==> src/rtl/dofs_defs.svh <==
// Offsets, codes and reset values of the output function select block
`ifndef DOFS_DEFS_SVH
`define DOFS_DEFS_SVH
`define DOFS_OFS_OUTPUT1_FUNCTION_CODE 16'h0714
`define DOFS_CODE_FREE 16'h0001
`define DOFS_CODE_NO_FAULT 16'h0002
`define DOFS_CODE_ACTIVE 16'h0003
`define DOFS_CODE_REL_MOVE 16'h0004
`define DOFS_CODE_POS_WIN 16'h0005
`define DOFS_CODE_VEL_WIN 16'h0006
`define DOFS_CODE_VEL_BELOW 16'h0007
`define DOFS_CODE_CUR_BELOW 16'h0008
`define DOFS_CODE_HALT_ACK 16'h0009
`define DOFS_CODE_STANDSTILL 16'h000D
`define DOFS_CODE_SEL_ERROR 16'h000E
`define DOFS_CODE_REF_OK 16'h000F
`define DOFS_CODE_SEL_WARN 16'h0010
`define DOFS_CODE_POSREG1 16'h0012
`define DOFS_CODE_POSREG4 16'h0015
`define DOFS_CODE_MOVE_POS 16'h0016
`define DOFS_CODE_MOVE_NEG 16'h0017
`define DOFS_RESET_CODE 16'h0001
`endif

==> src/rtl/dofs_pkg.sv <==
// Types shared by the output function select block
package dofs_pkg;
    typedef struct packed {
        logic ready_to_switch_on;
        logic switched_on;
        logic operation_enabled;
        logic relative_move_after_capture;
        logic pos_dev_in_window;
        logic vel_dev_in_window;
        logic vel_below_threshold;
        logic cur_below_threshold;
        logic halt_ack;
        logic standstill;
        logic selected_error;
        logic ref_ok;
        logic selected_warning;
        logic [3:0] posreg_channel;
        logic moves_positive;
        logic moves_negative;
    } dofs_status_s;

    typedef struct packed {
        logic wr;
        logic rd;
        logic [15:0] addr;
        logic [15:0] wdata;
    } dofs_req_s;

    typedef struct packed {
        logic [15:0] stored;
        logic [15:0] active;
        logic dout;
        logic [15:0] rdata;
        logic ack;
        logic refused;
        logic nv_wr;
    } dofs_state_s;
endpackage : dofs_pkg

==> src/rtl/dofs_top.sv <==
// Function select logic for digital output one
`timescale 1ns/1ps
`include "dofs_defs.svh"
// ==========================================================
module dofs_top (
    input wire logic clk,
    input wire logic srst,
    input wire logic power_stage_en,
    input wire logic [15:0] nv_code,
    input wire logic free_level,
    input wire dofs_pkg::dofs_status_s status,
    input wire dofs_pkg::dofs_req_s req,
    output logic digital_output_one_r,
    output logic [15:0] par_rdata_r,
    output logic par_ack_r,
    output logic par_refused_r,
    output logic nv_wr_r,
    output logic [15:0] nv_wdata_r
);
    // ======================================================
    // Code validity and selection
    function automatic logic code_valid(input logic [15:0] c);
        logic ok;
        ok = 1'b0;
        if (c >= `DOFS_CODE_FREE && c <= `DOFS_CODE_HALT_ACK) begin
            ok = 1'b1;
        end else if (c >= `DOFS_CODE_STANDSTILL && c <= `DOFS_CODE_SEL_WARN) begin
            ok = 1'b1;
        end else if (c >= `DOFS_CODE_POSREG1 && c <= `DOFS_CODE_MOVE_NEG) begin
            ok = 1'b1;
        end
        return ok;
    endfunction : code_valid

    dofs_pkg::dofs_state_s st_r;
    dofs_pkg::dofs_state_s st_nxt;
    logic sel_level;
    logic [1:0] ch_idx;
    logic [15:0] ch_ofs;
    logic addr_hit;
    logic wr_ok;

    assign addr_hit = (req.addr == `DOFS_OFS_OUTPUT1_FUNCTION_CODE);
    assign ch_ofs = st_r.active - `DOFS_CODE_POSREG1;
    assign ch_idx = ch_ofs[1:0];
    // Refusal covers both the power stage interlock and unlisted codes
    assign wr_ok = !power_stage_en && code_valid(req.wdata);

    always_comb begin
        sel_level = 1'b0;
        case (st_r.active)
            `DOFS_CODE_FREE: sel_level = free_level;
            `DOFS_CODE_NO_FAULT: sel_level = status.ready_to_switch_on
                || status.switched_on || status.operation_enabled;
            `DOFS_CODE_ACTIVE: sel_level = status.operation_enabled;
            `DOFS_CODE_REL_MOVE: sel_level = status.relative_move_after_capture;
            `DOFS_CODE_POS_WIN: sel_level = status.pos_dev_in_window;
            `DOFS_CODE_VEL_WIN: sel_level = status.vel_dev_in_window;
            `DOFS_CODE_VEL_BELOW: sel_level = status.vel_below_threshold;
            `DOFS_CODE_CUR_BELOW: sel_level = status.cur_below_threshold;
            `DOFS_CODE_HALT_ACK: sel_level = status.halt_ack;
            `DOFS_CODE_STANDSTILL: sel_level = status.standstill;
            `DOFS_CODE_SEL_ERROR: sel_level = status.selected_error;
            `DOFS_CODE_REF_OK: sel_level = status.ref_ok;
            `DOFS_CODE_SEL_WARN: sel_level = status.selected_warning;
            `DOFS_CODE_MOVE_POS: sel_level = status.moves_positive;
            `DOFS_CODE_MOVE_NEG: sel_level = status.moves_negative;
            default: begin
                // Ascending channel order from the first channel code
                if (st_r.active >= `DOFS_CODE_POSREG1
                    && st_r.active <= `DOFS_CODE_POSREG4) begin
                    sel_level = status.posreg_channel[ch_idx];
                end
            end
        endcase
    end

    // ======================================================
    // State update
    always_comb begin
        st_nxt = st_r;
        st_nxt.ack = 1'b0;
        st_nxt.refused = 1'b0;
        st_nxt.nv_wr = 1'b0;
        st_nxt.dout = sel_level;
        if (req.wr && addr_hit) begin
            if (wr_ok) begin
                // Only the stored copy moves; active waits for power-on
                st_nxt.stored = req.wdata;
                st_nxt.nv_wr = 1'b1;
                st_nxt.ack = 1'b1;
            end else begin
                st_nxt.refused = 1'b1;
            end
        end else if (req.rd && addr_hit) begin
            st_nxt.rdata = st_r.stored;
            st_nxt.ack = 1'b1;
        end else if (req.wr || req.rd) begin
            st_nxt.refused = 1'b1;
        end
    end

    always_ff @(posedge clk) begin
        if (srst) begin
            // Power-on: load the persistent value, fall back if corrupt
            st_r.stored <= code_valid(nv_code) ? nv_code : `DOFS_RESET_CODE;
            st_r.active <= code_valid(nv_code) ? nv_code : `DOFS_RESET_CODE;
            st_r.dout <= 1'b0;
            st_r.rdata <= 16'h0000;
            st_r.ack <= 1'b0;
            st_r.refused <= 1'b0;
            st_r.nv_wr <= 1'b0;
        end else begin
            st_r <= st_nxt;
        end
    end

    assign digital_output_one_r = st_r.dout;
    assign par_rdata_r = st_r.rdata;
    assign par_ack_r = st_r.ack;
    assign par_refused_r = st_r.refused;
    assign nv_wr_r = st_r.nv_wr;
    assign nv_wdata_r = st_r.stored;
endmodule : dofs_top

==> config.mk <==
export PLATFORM = sky130hd
export DESIGN_NAME = dofs_top
export DESIGN_NICKNAME = d
export VERILOG_FILES = /design/src/rtl/dofs_pkg.sv /design/src/rtl/dofs_top.sv
export VERILOG_INCLUDE_DIRS = /design/src /design/src/rtl
export SDC_FILE = /design/constraint.sdc
export NUM_CORES = 1
export LEC_CHECK = 0
export ABC_CLOCK_PERIOD_IN_PS = 4100
export BUFFER_PORTS_ARGS = -buffer_cell sky130_fd_sc_hd__buf_4
export CAP_MARGIN = 30
export CORE_UTILIZATION = 49
export DETAILED_ROUTE_END_ITERATION = 12
export PLACE_DENSITY = 0.84
export SLEW_MARGIN = 15
export SYNTH_ARGS = -nofsm -noshare
export SYNTH_HDL_FRONTEND = slang
export SYNTH_SLANG_ARGS = --single-unit
==> constraint.sdc <==
create_clock -name clk -period 4.1 [get_ports clk]
set_input_delay 0.82 -clock clk [delete_from_list [all_inputs] [get_ports clk]]
set_output_delay 0.82 -clock clk [all_outputs]
set_load 0.02 [all_outputs]
Yosys cells after proc, flatten, opt, wreduce, memory -nomap -nowiden
Index checks and enable logic that the tools add are counted.

cells by class
  add/subtract/negate cells = 1
  multiply operators = 0
  divide/modulo/power cells = 0
  order comparisons = 15
  equality and inequality tests = 16
  shift-type cells = 0
  mux-type cells = 23
  bitwise operators = 1
  reductions and logical operators = 19

operators by type and width
  kind                                                              number
  == test 16 x 4 -> 1 bit (second input constant)                   5
  less-or-equal comparator 16 x 5 -> 1 bit (second input constant)  5
  == test 16 x 3 -> 1 bit (second input constant)                   4
  two-way mux 16 bit                                                4
  two-way mux 52 bit                                                1
  == test 16 x 5 -> 1 bit (second input constant)                   3
  >= comparator 16 x 5 -> 1 bit (second input constant)             3
  == test 16 x 2 -> 1 bit (second input constant)                   2
  >= comparator 16 x 1 -> 1 bit (second input constant)             2
  >= comparator 16 x 4 -> 1 bit (second input constant)             2
  less-or-equal comparator 16 x 4 -> 1 bit (second input constant)  2
  two-way mux 17 bit                                                1
  == test 16 x 1 -> 1 bit (second input constant)                   1
  == test 16 x 11 -> 1 bit (second input constant)                  1
  case mux 1 bit (15 select lines)                                  1
  two-way mux 1 bit                                                 14
  logical AND 1 bit                                                 10
  AND reduction 2 bit                                               2
  nonzero test 2 bit                                                2
  logical OR 1 bit                                                  3
  less-than comparator 2 x 3 -> 1 bit (second input constant)       1
  binary-select mux 1 bit (select 2 bit)                            1
  two-way mux 2 bit                                                 1
  OR reduction 2 bit                                                1
  other kinds (3)                                                   3

word-level totals
  bits in registers = 52
  bits in latches = 0
  RAM bits = 0
  ROM bits = 0
  bits of input ports = 73
  output and inout port bits = 36
  logic and storage cells = 82
  memories kept = 0

Logic depth before layout (Yosys ltp)
  depth after elaboration = 9
  depth in mapped cells = 6
  mapped depth without buffers = 5

Worst setup path before layout
Ideal clock, no wire load.

  path kind = input port to flip-flop
  from = in req[7] in the netlist's numbering
  to = reg st_r, in the netlist nv_wdata_r[0], enable pin
  setup time = 0.392 ns
  arrival time = 2.590 ns
  data required time = 3.708 ns
  slack = 1.117 ns
  cell stages on the path = 5
  path buffers = 0
  path through = or4_1 a31oi_1 o2111a_1 nand3_1 o21bai_1

on the way
  cells in the longest elaborated chain, start to end = 8
  elaborated cells between the ends (all ways) = 15
  classes of those cells = order compare: 6; mux: 3; reduce/logical: 6

ends and longest elaborated chain
  what                                                                                                               RTL line         RTL
  start, declared                                                                                                    dofs_top.sv:12   input wire dofs_pkg::dofs_req_s req,
  >= comparator 16 x 5 -> 1 bit (no source line) / less-or-equal comparator 16 x 5 -> 1 bit (equally long branches)  --
  logical AND 1 bit (no source line)                                                                                 --
  two-way mux 1 bit                                                                                                  dofs_top.sv:29   end else if (c >= `DOFS_CODE_POSREG1 && c <= `DOFS_CODE_MOVE_NEG) begin
  two-way mux 1 bit                                                                                                  dofs_top.sv:27   end else if (c >= `DOFS_CODE_STANDSTILL && c <= `DOFS_CODE_SEL_WARN) begin
  two-way mux 1 bit (*)                                                                                              dofs_top.sv:25   if (c >= `DOFS_CODE_FREE && c <= `DOFS_CODE_HALT_ACK) begin
  logical AND 1 bit (*)                                                                                              dofs_top.sv:47   assign wr_ok = !power_stage_en && code_valid(req.wdata);
  nonzero test 2 bit (no source line) (*)                                                                            --
  AND reduction 2 bit (no source line) (*)                                                                           --
  end signal, assigned                                                                                               dofs_top.sv:114  st_r <= st_nxt;
  end, declared                                                                                                      dofs_top.sv:35   dofs_pkg::dofs_state_s st_r;

Mark *: on every way between the ends. The rest lies on a longest branch, timed or not.
A chain may end at the register's enable or synchronous reset.

Worst setup path after layout
  from = in req[7] in the netlist's numbering
  to = reg st_r, in the netlist nv_wdata_r[15], enable pin

Same word-level chain as after synthesis.

==> tab_implementation.tex <==
\begin{tabular}{lr}
\hline
Metric & Value \\
\hline
\multicolumn{2}{l}{\textbf{Power}} \\
Power density relative to cell area & 333.4 mW/mm2 \\
Worst voltage drop across the vdd grid & 0.0002012 V \\
Sum of internal, switching and leakage power & 0.001092 W \\
Leakage power figure & 1.349 nW \\
\multicolumn{2}{l}{\textbf{Layout}} \\
Count of inserted antenna diode cells & 0 \\
Design Area, Final & 0.003274 mm2 \\
FF+latch area & 0.001361 mm2 \\
Most frequent cells in the layout & 109 x sky130\_fd\_sc\_hd\_\_buf\_4, 32 x sky130\_fd\_sc\_hd\_\_edfxtp\_1, 24 x sky130\_fd\_sc\_hd\_\_nor2\_1, 20 x sky130\_fd\_sc\_hd\_\_dfxtp\_1, 17 x sky130\_fd\_sc\_hd\_\_mux2i\_1 \\
Layout overhead on the synthesized area & 43.71\% \\
Net total in the final layout & 377 \\
Area of the multi-input gates & 907.1 um2 \\
Filler cell count & 315 \\
Commonest non-fill, non-tap cell in the layout & sky130\_fd\_sc\_hd\_\_buf\_4 \\
Ratio of cells with drive above 1 in the final layout & 42.30\% \\
Number of cells in the finished layout apart from fillers & 357 \\
\multicolumn{2}{l}{\textbf{Worst hold path}} \\
Startpoint of the worst hold path & par\_rdata\_r[14]\$\_SDFFE\_PP0P\_ \\
Worst Hold Path Cells & 2 \\
Endpoint of the worst hold path & par\_rdata\_r[14]\$\_SDFFE\_PP0P\_ \\
Worst Hold Class & flop to flop \\
\multicolumn{2}{l}{\textbf{Placed design}} \\
I/O Buffers & 108 \\
Dpl hpwl & 3797 um \\
Weighted congestion at the end of routability-driven global placement & 0.7373 \\
Post-placement cell area & 0.003159 mm2 \\
Placed Instances & 349 \\
\multicolumn{2}{l}{\textbf{Synthesis}} \\
Compound-gate portion of the synthesized area & 7.468\% \\
Post-Synth Adder-Cell Area & 0\% \\
Post-synthesis average cell area & 12.25 um2 \\
Dominant cells by area after synthesis & sky130\_fd\_sc\_hd\_\_edfxtp\_1 42\%, sky130\_fd\_sc\_hd\_\_dfxtp\_1 18\%, sky130\_fd\_sc\_hd\_\_mux2i\_1 7.5\%, sky130\_fd\_sc\_hd\_\_nor2\_1 4.0\%, sky130\_fd\_sc\_hd\_\_nor2b\_1 3.0\% \\
Post-synth cell types & 41 \\
Most used flip-flop cell after synthesis & sky130\_fd\_sc\_hd\_\_edfxtp\_1 \\
Synthesis warning total & 0 \\
Simple-gate share of the synthesized area & 18.73\% \\
Area share of the largest cell type after synthesis & 42.17\% \\
Proportion of register bits with asynchronous set or reset after synthesis & 0\% \\
Post-Syn Instances & 186 \\
Area leader, netlist & sky130\_fd\_sc\_hd\_\_edfxtp\_1 \\
Part of the Yosys area used for sequential elements & 59.75\% \\
Summed instance area of the synthesized netlist & 0.002278 mm2 \\
Xor/xnor cell area share of the yosys netlist & 0.3844\% \\
Synthesis-stage register bit count & 52 \\
Combinational family with the most area after synthesis & simple AND/OR/NAND/NOR gates \\
Number of flops mapped to enable cells by yosys & 32 \\
Proportion of synthesized area in mux cells & 11.42\% \\
\multicolumn{2}{l}{\textbf{Drt}} \\
Drt pass-1 iters & 4 \\
Routed len/inst & 14.18 um \\
Initial DRC count & 62 \\
Vias & 1890 \\
DRT Wirelength & 5064 um \\
Remaining DRCs & 0 \\
Residual antenna-violating net count after detailed routing & 0 \\
Routed via count divided by cell count & 5.294 \\
\multicolumn{2}{l}{\textbf{Global routing}} \\
Maximum number of pins on one net before global-route repair & 53 \\
Wire length of the first global-routing pass & 8004 um \\
Number of antenna violations at the first check in global routing & 0 \\
All-Layer GR Usage & 21.21\% \\
Vias in the first global route & 1748 \\
Overflow left after global routing & 0 \\
\multicolumn{2}{l}{\textbf{Clocking}} \\
Max clock buf depth & 2 \\
Clock slew at reported path FFs & 0.09 ns \\
Root Driver & sky130\_fd\_sc\_hd\_\_clkbuf\_8 \\
Clock sink count & 52 \\
CTS hold repair buffers & 0 \\
CTS H-Tree Depth & 2 \\
Post-cts sizing count & 0 \\
Clock latency reported for the late side of the worst-skew pair & 0.31 ns \\
TritonCTS buffer count & 5 \\
Clock tree from TritonCTS & built \\
Setup fix buffers added after clock tree synthesis & 0 \\
\multicolumn{2}{l}{\textbf{Timing}} \\
Number of hold violations in the final report & 0 \\
Final max-slew violation count & 0 \\
Clock Skews & 0.01085 ns \\
Summed negative setup slack over all endpoints & 0 ns \\
Number of failing setup endpoints in the final timing report & 0 \\
Post-layout min period & 2.397 ns \\
Worst rel slew slack & 58.58\% \\
Least-Margin Pin Slew & 0.6198 ns \\
Unrepaired setup endpoints after global routing & no \\
Max frequency & 417.2 MHz \\
Portion of the clock cycle consumed by the worst path in the final layout & 58.46\% \\
Final Hold Slack & 0.4994 ns \\
\multicolumn{2}{l}{\textbf{Worst setup path}} \\
Reg2Reg Setup Slack & 2.26 ns \\
Number of cell instances on the worst register-to-register path & 5 \\
Buffers \& Inverters on Critical Path & 2 \\
Critical path, cell by cell & buf\_4 -> or4\_1 -> a31oi\_1 -> o2111a\_1 -> nand3\_1 -> o21bai\_1 -> buf\_4 \\
Type of element launching the critical path & input pin \\
Worst endpoint data arrival time & 2.40 ns \\
End of the worst register-to-register path & digital\_output\_one\_r\$\_SDFF\_PP0\_ \\
Worst Setup Path Type & input pin to flop \\
Largest fanout on the critical path & 16 \\
R2R Path Start & st\_nxt[21]\$\_DFFE\_PP\_ \\
Worst setup path startpoint & req[7] \\
Data required time of the critical path & 4.10 ns \\
Crit-path max cell delay & 0.55 ns \\
Crit path max-delay family & simple AND/OR/NAND/NOR gates \\
Most numerous cell on the critical path & sky130\_fd\_sc\_hd\_\_buf\_4 \\
Cell at the slowest stage of the critical path & sky130\_fd\_sc\_hd\_\_or4\_1 \\
Crit path capture type & flop \\
\multicolumn{2}{l}{\textbf{Floorplanning}} \\
Row cnt & 24 \\
Chip width & 70.19 um \\
IO Pins & 109 \\
DIE AREA & 0.004927 mm2 \\
Vertical extent of the die & 70.19 um \\
Core region area & 0.004414 mm2 \\
Starting density of the core & 51.62\% \\
\multicolumn{2}{l}{\textbf{Flow run}} \\
Max-cap violations & 0 \\
\multicolumn{2}{l}{\textbf{Status}} \\
Result of the run & complete, no violations \\
\hline
\end{tabular}
-- synth_stat cells (all sizes together), types with 2 or more instances --
cell type	n
nand2b	2
a21oi	5
a31oi	3
nor4b	2
nand2	6
or4	2
mux2i	17
nor2b	11
nand3	2
nand4b	2
dfxtp	20
buf	3
edfxtp	32
nor3	2
clkbuf	5
inv	2
o21ai	4
nor4	9
nor4bb	3
nor2	25
a22o	2
mux2	6
and2	5
o2111a	2
o21bai	2
-- tightest hold or removal path, stage by stage (launching register included) --
cell and delay, ns:
sky130_fd_sc_hd__dfxtp_1 0.34, sky130_fd_sc_hd__mux2i_1 0.06, sky130_fd_sc_hd__nor2_1 0.07
-- kinds of logic (layout without fill, tap and decap cells) --
group,after synthesis,in the layout
AND/OR/NAND/NOR,75,75
multiplexers,24,24
other,1,11
XOR/XNOR,1,1
flip-flops,52,52
AO/OA/AOI/OAI,23,23
buffers and inverters,10,119
-- stage by stage --
step	worst slack [ns]	util (%)
final	1.703	74.18
after global routing	1.653	74.18
after CTS	1.706	74.18
after detailed placement	1.385	71.57
after global placement	1.438	71.57
after floorplan	1.117	-
-- how the worst max path moves through the flow --
stage,end,slack [ns],cells past startpoint
after detailed placement,nv_wdata_r[13]$_DFFE_PP_,1.38,7
after global placement,nv_wdata_r[12]$_DFFE_PP_,1.44,7
after global routing,nv_wdata_r[7]$_DFFE_PP_,1.65,7
after CTS,nv_wdata_r[14]$_DFFE_PP_,1.71,7
final,nv_wdata_r[15]$_DFFE_PP_,1.70,7
after floorplan,nv_wdata_r[0]$_DFFE_PP_,1.12,5
-- metal layers --
| metal | vias to the layer above | part of all wire [%] | track usage, % |
|---|---|---|---|
| met3 | 9 | 7.8 | 5.483 |
| li1 | 919 | - | - |
| met5 | - | 0 | 0 |
| met1 | 862 | 41 | 26.32 |
| met4 | 0 | 2.3 | 9.111 |
| met2 | 100 | 49 | 35.04 |
-- power breakdown --
part | internal, W | switching (W) | leakage (nW) | total, W
combinational | 0.0000797 | 0.0000614 | 0.822 | 0.000141
sequential | 0.000582 | 0.0000161 | 0.472 | 0.000598
clock | 0.000184 | 0.000169 | 0.0548 | 0.000353
-- flip-flops by register name (all words and copies together) (netlist names) --
name / count
digital_output_one_r: 1
nv_wdata_r: 16
nv_wr_r: 1
par_ack_r: 1
par_rdata_r: 16
par_refused_r: 1
st_nxt: 16
-- layout make-up --
type                    instances  area share (%)
clock buffers                   5           2.102
clock inverters                 3           1.414
inverters                       2          0.2293
multi-input cells             134           27.70
flip-flops and latches         52           41.57
well taps                      52           1.987
repair buffers                109           24.99
No activity file was read; power rests on OpenSTA's default activity.
